## config.mk

```make
export PLATFORM = sky130hd
export DESIGN_NAME = config_word_decoder
export DESIGN_NICKNAME = d
export VERILOG_FILES = /design/src/hw/cfg_word_pkg.sv /design/src/hw/config_word_decoder.sv /design/src/hw/cfg_word_field_decode.sv
export SDC_FILE = /design/constraint.sdc
export NUM_CORES = 1
export LEC_CHECK = 0
export CORE_MARGIN = 2
export CORE_UTILIZATION = 55
export CTS_CLUSTER_SIZE = 14
export DETAILED_ROUTE_END_ITERATION = 7
export DONT_BUFFER_PORTS = 1
export PLACE_DENSITY_LB_ADDON = 0.2
export SYNTH_ARGS = -nofsm -noshare
export SYNTH_HDL_FRONTEND = slang
export SYNTH_SLANG_ARGS = --single-unit
```

## constraint.sdc

```tcl
create_clock -name ref_clk -period 1.65 [get_ports ref_clk]
set_input_delay 0.165 -clock ref_clk [delete_from_list [all_inputs] [get_ports ref_clk]]
set_output_delay 0.165 -clock ref_clk [all_outputs]
set_load 0.03 [all_outputs]
```

## src/hw/cfg_word_pkg.sv

```systemverilog
// constants and carrier types for the configuration word decoder
package cfg_word_pkg;
  // register map (word index; byte address is four times it)
  localparam logic [15:0] device_configuration_word_index = 16'h2007;
  localparam logic [15:0] device_configuration_word_addr = 16'h801C;
  localparam logic [15:0] erase_control_addr = 16'h8020;
  localparam logic [15:0] status_addr = 16'h8024;
  // field positions of the 14-bit word
  localparam int cfg_width = 14;
  localparam int pos_pair_a = 12;
  localparam int pos_pair_b = 10;
  localparam int pos_data_protect = 8;
  localparam int pos_low_volt_prog = 7;
  localparam int pos_brownout = 6;
  localparam int pos_reset_pin = 5;
  localparam int pos_osc_high = 4;
  localparam int pos_powerup_n = 3;
  localparam int pos_watchdog = 2;
  localparam int pos_osc_low = 0;
  // erased word: protections off, but watchdog, brown-out, power-up timer and low-voltage entry on
  localparam logic [13:0] cfg_reset_value = 14'h3FFF;
  // protection bounds
  localparam logic [10:0] top_2k = 11'h7FF;
  localparam logic [10:0] top_1k = 11'h3FF;
  localparam logic [10:0] base_all = 11'h000;
  localparam logic [10:0] base_half_2k = 11'h400;
  localparam logic [10:0] base_quarter = 11'h200;
  // oscillator codes
  localparam logic [2:0] osc_er_clkout = 3'h7;
  localparam logic [2:0] osc_er_io = 3'h6;
  localparam logic [2:0] osc_int_clkout = 3'h5;
  localparam logic [2:0] osc_int_io = 3'h4;
  localparam logic [2:0] osc_ext_clock = 3'h3;
  localparam logic [2:0] osc_hs = 3'h2;
  localparam logic [2:0] osc_xt = 3'h1;
  localparam logic [2:0] osc_lp = 3'h0;

  typedef enum logic [6:0] {
    ext_resistor_mode = 7'h01,
    internal_rc_mode = 7'h02,
    external_clock_mode = 7'h04,
    high_speed_crystal_mode = 7'h08,
    standard_crystal_mode = 7'h10,
    low_power_crystal_mode = 7'h20,
    osc_off_mode = 7'h40
  } osc_mode_t;

  // protected range of program memory
  typedef struct packed {
    logic active;
    logic [10:0] low;
    logic [10:0] high;
  } protect_range_t;

  // decoded static controls
  typedef struct packed {
    protect_range_t code;
    logic data_protect;
    logic lv_program_entry;
    logic brownout_reset_enable;
    logic external_reset_input_used;
    logic powerup_timer;
    logic watchdog_enable;
    osc_mode_t osc_mode;
    logic clkout_on_output_pin;
    logic output_pin_is_io;
    logic input_pin_is_io;
  } cfg_controls_t;

  // erase requests toward the memories
  typedef struct packed {
    logic program_erase;
    logic data_erase;
  } erase_req_t;
endpackage

```

## src/hw/config_word_decoder.sv

```systemverilog
// configuration word latch, decode, pin muxing and erase sequencing
// Summary of operation
// - 2K part: pair 11 none, 10 0400h-07FFh, 01 0200h-07FFh, 00 all.
// - 1K part: 11 and 10 none, 01 0200h-03FFh, 00 0000h-03FFh.
// - clearing enabled code protection erases all program memory.
// - bit 8 low protects data memory, high leaves it open.
// - turning data protection off erases data memory, not calibration.
// - bit 7 high gives shared program pin its entry function, else input.
// - bit 6 enables brown-out detect reset.
// - brown-out enabled forces power-up timer on.
// - bit 5 high makes shared reset pin external reset, else input.
// - bit 3 low enables power-up timer.
// - bit 2 enables watchdog timer.
// - oscillator field bits 4,1,0; 111/110 external resistor mode.
// - 101/100 internal RC, input pin I/O, 101 gives clock-out.
// - 011 external clock on input pin, output pin I/O.
// - 010, 001, 000 select high-speed, standard, low-power crystal.
// - external reset held in RC or resistor mode stops internal oscillator.
//
// The AHB-Lite interface to the registers was decided locally.
`timescale 1ns/1ps
`default_nettype none
module config_word_decoder #(
  parameter bit small_memory = 1'b0,
  parameter int cfg_bits = 14
) (
  // clock and power-on reset
  input wire logic ref_clk,
  input wire logic resetn,
  // word from the non-volatile cell
  input wire logic [13:0] nv_config_word,
  // shared pins
  input wire logic shared_reset_pin,
  input wire logic shared_program_pin,
  // ahb-lite slave
  input wire logic hsel,
  input wire logic [15:0] haddr,
  input wire logic [1:0] htrans,
  input wire logic hwrite,
  input wire logic [2:0] hsize,
  input wire logic [31:0] hwdata,
  input wire logic hready,
  output logic hreadyout,
  output logic hresp,
  output logic [31:0] hrdata,
  // decoded controls
  output cfg_word_pkg::cfg_controls_t controls,
  output logic external_reset_asserted,
  output logic lv_program_request,
  output logic shared_reset_pin_data,
  output logic shared_program_pin_data,
  output logic internal_osc_run,
  // erase requests to the memories
  output cfg_word_pkg::erase_req_t erase_req,
  input wire logic erase_done
);
  // the decode tables only serve the 14-bit word
  if (cfg_bits != cfg_word_pkg::cfg_width) begin
    $error("config word width must be 14");
  end

  typedef struct packed {
    logic loaded;
    logic [13:0] word;
    logic [13:0] pending;
    cfg_word_pkg::cfg_controls_t ctl;
    logic [2:0] rst_sync;
    logic [2:0] pgm_sync;
    logic rst_level;
    logic pgm_level;
    logic data_phase;
    logic data_write;
    logic [15:0] data_addr;
    logic [31:0] rdata;
    cfg_word_pkg::erase_req_t erase;
    logic busy;
  } state_t;

  state_t state;
  state_t next_state;
  cfg_word_pkg::cfg_controls_t dec_now;
  cfg_word_pkg::cfg_controls_t dec_pend;
  logic code_clearing;
  logic data_clearing;

  // decoders on the live and the pending word; the pair shows what would clear
  cfg_word_field_decode #(.small_memory(small_memory)) u_dec_now (
    .cfg_word(state.word),
    .controls(dec_now)
  );
  cfg_word_field_decode #(.small_memory(small_memory)) u_dec_pend (
    .cfg_word(state.pending),
    .controls(dec_pend)
  );

  assign code_clearing = state.ctl.code.active & ~dec_pend.code.active;
  assign data_clearing = state.ctl.data_protect & ~dec_pend.data_protect;

  // next-state logic
  always_comb begin
    next_state = state;
    // three-stage pin synchronisers, change accepted when last two agree
    next_state.rst_sync = {state.rst_sync[1:0], shared_reset_pin};
    next_state.pgm_sync = {state.pgm_sync[1:0], shared_program_pin};
    if (state.rst_sync[2] == state.rst_sync[1]) begin
      next_state.rst_level = state.rst_sync[2];
    end
    if (state.pgm_sync[2] == state.pgm_sync[1]) begin
      next_state.pgm_level = state.pgm_sync[2];
    end
    // single capture after release keeps the word frozen until next reset
    if (!state.loaded) begin
      next_state.loaded = 1'b1;
      next_state.word = nv_config_word;
      next_state.pending = nv_config_word;
    end else begin
      next_state.ctl = dec_now;
    end
    // ahb address phase
    next_state.data_phase = 1'b0;
    if (hsel && hready && htrans[1]) begin
      next_state.data_phase = 1'b1;
      next_state.data_write = hwrite;
      next_state.data_addr = haddr;
      next_state.rdata = '0;
      case (haddr)
        cfg_word_pkg::device_configuration_word_addr:
          next_state.rdata = {18'h00000, state.word};
        cfg_word_pkg::erase_control_addr:
          next_state.rdata = {18'h00000, state.pending};
        cfg_word_pkg::status_addr:
          next_state.rdata = {29'h00000000, state.busy, state.erase};
        default: next_state.rdata = '0;
      endcase
    end
    // write of a candidate word: stored as pending until next power-on
    if (state.data_phase && state.data_write && !state.busy &&
        state.data_addr == cfg_word_pkg::erase_control_addr) begin
      next_state.pending = hwdata[13:0];
    end
    // erase sequencing when the pending word drops protection
    if (!state.busy && state.loaded && (code_clearing || data_clearing)) begin
      next_state.busy = 1'b1;
      next_state.erase.program_erase = code_clearing;
      next_state.erase.data_erase = data_clearing;
    end else if (state.busy && erase_done) begin
      next_state.busy = 1'b0;
      next_state.erase = '0;
      // record protection as gone so the erase is not repeated
      next_state.ctl.code.active = dec_pend.code.active;
      next_state.ctl.data_protect = dec_pend.data_protect;
    end
    if (state.busy && !erase_done) begin
      next_state.ctl.code.active = state.ctl.code.active;
      next_state.ctl.data_protect = state.ctl.data_protect;
    end
    if (!state.busy && state.loaded && !code_clearing && !data_clearing &&
        state.ctl != '0 && state.pending != state.word) begin
      next_state.ctl.code.active = state.ctl.code.active;
      next_state.ctl.data_protect = state.ctl.data_protect;
    end
  end

  // state register
  always_ff @(posedge ref_clk or negedge resetn) begin
    if (!resetn) begin
      state <= '0;
      // reset pin idles high: start its sync there, else a false reset follows
      state.rst_sync <= 3'h7;
      state.rst_level <= 1'b1;
    end else begin
      state <= next_state;
    end
  end

  // bus answers: zero wait state, always okay
  assign hreadyout = 1'b1;
  assign hresp = 1'b0;
  assign hrdata = state.rdata;

  // registered decoded controls
  assign controls = state.ctl;
  assign erase_req = state.erase;

  // shared reset pin: external reset only when selected, else tied inactive
  assign external_reset_asserted = state.ctl.external_reset_input_used
                                   & ~state.rst_level;
  assign shared_reset_pin_data = state.ctl.external_reset_input_used ? 1'b0
                                 : state.rst_level;
  // shared program pin: entry function or plain input
  assign lv_program_request = state.ctl.lv_program_entry & state.pgm_level;
  assign shared_program_pin_data = state.ctl.lv_program_entry ? 1'b0
                                   : state.pgm_level;
  // rc and resistor oscillators halt while reset is held
  assign internal_osc_run = state.loaded
    & (state.ctl.osc_mode == cfg_word_pkg::internal_rc_mode
       || state.ctl.osc_mode == cfg_word_pkg::ext_resistor_mode)
    & ~external_reset_asserted;
endmodule
`default_nettype wire

```

## src/hw/cfg_word_field_decode.sv

```systemverilog
// combinational decode of one configuration word into static controls
`timescale 1ns/1ps
`default_nettype none
module cfg_word_field_decode #(
  parameter bit small_memory = 1'b0
) (
  // word in
  input wire logic [13:0] cfg_word,
  // decoded controls out
  output cfg_word_pkg::cfg_controls_t controls
);
  logic [1:0] pair_a;
  logic [1:0] pair_b;
  logic [2:0] osc_mode_field;

  // field extraction
  assign pair_a = cfg_word[cfg_word_pkg::pos_pair_a +: 2];
  assign pair_b = cfg_word[cfg_word_pkg::pos_pair_b +: 2];
  assign osc_mode_field = {cfg_word[cfg_word_pkg::pos_osc_high],
                           cfg_word[cfg_word_pkg::pos_osc_low +: 2]};

  // decode tables
  always_comb begin
    controls = '0;
    controls.osc_mode = cfg_word_pkg::osc_off_mode;
    // mismatched pairs leave memory unprotected
    if (pair_a == pair_b) begin
      if (!small_memory) begin
        controls.code.high = cfg_word_pkg::top_2k;
        case (pair_a)
          2'h2: begin
            controls.code.active = 1'b1;
            controls.code.low = cfg_word_pkg::base_half_2k;
          end
          2'h1: begin
            controls.code.active = 1'b1;
            controls.code.low = cfg_word_pkg::base_quarter;
          end
          2'h0: begin
            controls.code.active = 1'b1;
            controls.code.low = cfg_word_pkg::base_all;
          end
          default: controls.code.active = 1'b0;
        endcase
      end else begin
        controls.code.high = cfg_word_pkg::top_1k;
        case (pair_a)
          2'h1: begin
            controls.code.active = 1'b1;
            controls.code.low = cfg_word_pkg::base_quarter;
          end
          2'h0: begin
            controls.code.active = 1'b1;
            controls.code.low = cfg_word_pkg::base_all;
          end
          default: controls.code.active = 1'b0;
        endcase
      end
    end
    controls.data_protect = ~cfg_word[cfg_word_pkg::pos_data_protect];
    controls.lv_program_entry = cfg_word[cfg_word_pkg::pos_low_volt_prog];
    controls.brownout_reset_enable = cfg_word[cfg_word_pkg::pos_brownout];
    controls.external_reset_input_used = cfg_word[cfg_word_pkg::pos_reset_pin];
    // brown-out forces the timer on regardless of its own bit
    controls.powerup_timer = ~cfg_word[cfg_word_pkg::pos_powerup_n]
                             | cfg_word[cfg_word_pkg::pos_brownout];
    controls.watchdog_enable = cfg_word[cfg_word_pkg::pos_watchdog];
    case (osc_mode_field)
      cfg_word_pkg::osc_er_clkout: begin
        controls.osc_mode = cfg_word_pkg::ext_resistor_mode;
        controls.clkout_on_output_pin = 1'b1;
      end
      cfg_word_pkg::osc_er_io: begin
        controls.osc_mode = cfg_word_pkg::ext_resistor_mode;
        controls.output_pin_is_io = 1'b1;
      end
      cfg_word_pkg::osc_int_clkout: begin
        controls.osc_mode = cfg_word_pkg::internal_rc_mode;
        controls.clkout_on_output_pin = 1'b1;
        controls.input_pin_is_io = 1'b1;
      end
      cfg_word_pkg::osc_int_io: begin
        controls.osc_mode = cfg_word_pkg::internal_rc_mode;
        controls.output_pin_is_io = 1'b1;
        controls.input_pin_is_io = 1'b1;
      end
      cfg_word_pkg::osc_ext_clock: begin
        controls.osc_mode = cfg_word_pkg::external_clock_mode;
        controls.output_pin_is_io = 1'b1;
      end
      cfg_word_pkg::osc_hs: controls.osc_mode = cfg_word_pkg::high_speed_crystal_mode;
      cfg_word_pkg::osc_xt: controls.osc_mode = cfg_word_pkg::standard_crystal_mode;
      default: controls.osc_mode = cfg_word_pkg::low_power_crystal_mode;
    endcase
  end
endmodule
`default_nettype wire

```

==> flow_summary_export.csv <==
group,metric,value,unit
cells_and_area,finalNonFillerCells,618,
cts,clock_latency,350,ps
setup_path,cp_max_fo,4,
synthesis,ys_async_sr_fraction,100.0,%
drt,via_count,3291,
drt,wl,10870,microns
timing,tightest_slew,644.4,ps
setup_path,worst_path_max_delay_cell,"dfrtp_1",
cts,clk_pin_slew,90,ps
floorplanning,core_area,8258,sq um
cells_and_area,utilization,69.67,%
drt,drt_iter0_drc,168,
setup_path,start_kind,"register",
setup_path,path_cells,"xor2_1 -> nor4_2 -> buf_4 -> nand4_1 -> buf_4 -> a31oi_4 -> nor4_2",
synthesis,netlist_instances,446,
power,leakage,0.002586,uW
drt,first_pass_iters,4,
floorplanning,ios,155,
floorplanning,rows,33,
drt,drc,0,
cts,root_buffer,"clkbuf_8",
cells_and_area,nets,583,
run,max_cap_violations,0,
cts,cts_max_path_buffers,2,
timing,clock_skew,5.452,ps
power,powerDensity,998.1,nW/um^2
synthesis,synth_edf_count,0,
cells_and_area,final_common_cell,"dfrtp_1",
synthesis,synth_area,4692,sq um
power,switchingPower,1992,uW
setup_path,cp-endpoint,"controls[38]",
synthesis,netlist.area_leader.share,46.40,%
timing,finalSetupViolations,3,
synthesis,ys_ff_latch,91,
global_routing,use_met1,29.84,%
cells_and_area,area_growth,22.61,%
global_routing,busiest_layer,"met2",
drt,ant_nets,0,
placed_design,dpl.hpwl,7186,microns
global_routing,grt_max_degree,92,
cts,cts.sinks,91,
drt,viasPerCell,5.325,
timing,rsz0062_at_grt,"yes",
global_routing,grt_first_pass_wirelength,16820,microns
synthesis,synth.area.top_cells,"dfrtp_1 46%, buf_4 12%, mux2_2 6.0%",
synthesis,synthFlopType,"dfrtp_1",
placed_design,dp_cells,546,
synthesis,yosys.area.top_type,"dfrtp_1",
power,combPwrFrac,27.0,%
cts,cts_max_level,3,
floorplanning,die_area,9285,sq um
power,swShare,34.69,%
global_routing,grt.total_usage,24.04,%
placed_design,gp_congestion,0.8128,
synthesis,netlist-cell-type-count,52,
floorplanning,dieHeight,96.36,microns
global_routing,grt_antenna_before_repair,0,
timing,worst_slack,-99.75,ps
setup_path,rr_startpoint,"state[112]",
worst_hold_path,worstHoldPathType,"in -> async",
synthesis,yosysWarningCount,0,
setup_path,reg2reg_to,"controls[38]",
setup_path,max_stage_delay,400,ps
setup_path,reg2reg_depth,7,
setup_path,critical_path_class,"reg -> reg",
cts,cts_inserted_buffers,9,
floorplanning,initial_core_util,56.82,%
global_routing,use_met3,7.126,%
timing,fin_crit,1750,ps
global_routing,gr-total-overflow,0,
setup_path,startpoint,"state[112]",
placed_design,port_buffers,0,
run_status,status,"finished, violations left",
power,ir_drop,0.0005158,V
setup_path,crit_path_end_kind,"register",
synthesis,ys_seq_area_share,48.64,%
cts,cts_tree,"done",
timing,hold_violations,93,
timing,max_freq,0.5715,GHz
setup_path,reg2reg_slack,-100,ps
timing,setup_tns,-182.7,ps
power,power_frac_seq,48.5,%
global_routing,grt_pass1_vias,3420,
power,power_frac_clock,24.5,%
setup_path,cp_data_arrival_time,2000,ps
timing,slew_viol_final,0,
setup_path,worstPathRequired,1900,ps
global_routing,globalRouteMet2Util,41.15,%
power,fin_total_pwr,5742,uW
timing,min_period_over_period,106.0,%
drt,avgRoutedWirePerCell,17.58,microns
cells_and_area,mostFrequentLayoutCells,"85 x dfrtp_1, 55 x buf_4, 51 x dlygate4sd3_1",
floorplanning,dieWidth,96.36,microns
cells_and_area,drive_gt1_share,30.21,%
power,p_int,3750,uW
synthesis,syn_area_per_cell,10.52,sq um
timing,hold_ws,-508.0,ps
timing,timing.slew.headroom,57.04,%
cells_and_area,num-fill-cells,627,
cells_and_area,antennaDiodeCount,0,
run_status,violations,"hold timing, setup timing",
[worst max-delay path, delay by kind of cell, from the launching register on]
| family | cells | cell delay [ps] |
|---|---|---|
| buf+inv | 2 | 380 |
| xor+xnor | 1 | 170 |
| compound gates | 1 | 120 |
| flops | 1 | 400 |
| simple gates | 3 | 560 |
[state kept, by name (all words and copies together) (netlist names)]
name,flops
erase_req,2
state,52
controls,19
next_state,4
hrdata,14
[repair_timing]
action	CTS	global route
gates cloned	0	2
gates resized for setup	13	62
endpoints found under the hold margin	139	94
hold buffers	48	3
setup buffers	0	3
pin swaps	5	20
endpoints found under the setup margin	15	17
[kinds of logic (layout without fill, tap and decap cells)]
kind of cell	after synthesis	after routing	share of synthesized area, %
DFF	91	91	48.64
AOI/OAI and AO/OA	83	83	10.83
and+or+nand+nor	93	93	11.52
muxes	40	40	9.200
buffers and inverters	117	155	15.87
xor gates and xnor gates	18	18	3.360
adders and majority gates	2	2	0.4267
other	2	31	0.1601
[per-layer routing]
metal  vias up  routed length (microns)
met1      1633                     4366
li1       1563                        -
met4         0                       64
met2        89                     5791
met3         6                      644
met5         -                        0
[power by group through the flow]
stage	logic, uW	clock network (uW)	registers, uW
after global placement	1310	0	2790
after floorplan	1240	0	2720
after detailed placement	1340	0	2800
after global routing	1680	1540	2820
final	1550	1410	2790
after CTS	1500	1420	2760
[cells in the mapped netlist (all sizes together), types with 14 or more instances]
cell type and number:
dfrtp 87, buf 86, o21ai 45, nand2 38, mux2 25, inv 24
a22oi 17, mux2i 15, xor2 15, nor4 14
[area by class of cell]
type	instances	area, sq um	area share, %
sequential	91	2287	39.76
multi-input combinational	267	1988	34.56
timing repair buffer	115	1077	18.73
clock buffer	11	141.4	2.458
tap	105	131.4	2.284
inverter	24	90.09	1.566
clock inverter	5	37.54	0.6525
[metrics by stage]
stage	hold slack, ps	worst slack (ps)	area, sq um
finish	-508.0	-99.75	5753
global route	-541.1	-216.2	5753
CTS	-515.0	-113.3	5477
detailed placement	-128.8	-147.2	4738
global placement	-127.7	-86.77	4738
floorplan	-130.6	97.28	4801
[worst min-delay path by stage]
| stage | start | to | cells past startpoint |
|---|---|---|---|
| 2_1_floorplan | resetn | controls[0] | 0 |
| 3_3_place_gp | resetn | hrdata[9] | 0 |
| 3_5_place_dp | resetn | hrdata[11] | 0 |
| 4_1_cts | resetn | hrdata[11] | 0 |
| 5_1_grt | resetn | hrdata[11] | 0 |
| 6_report | resetn | hrdata[11] | 0 |
Note: power is estimated with default switching activity, not from simulation.
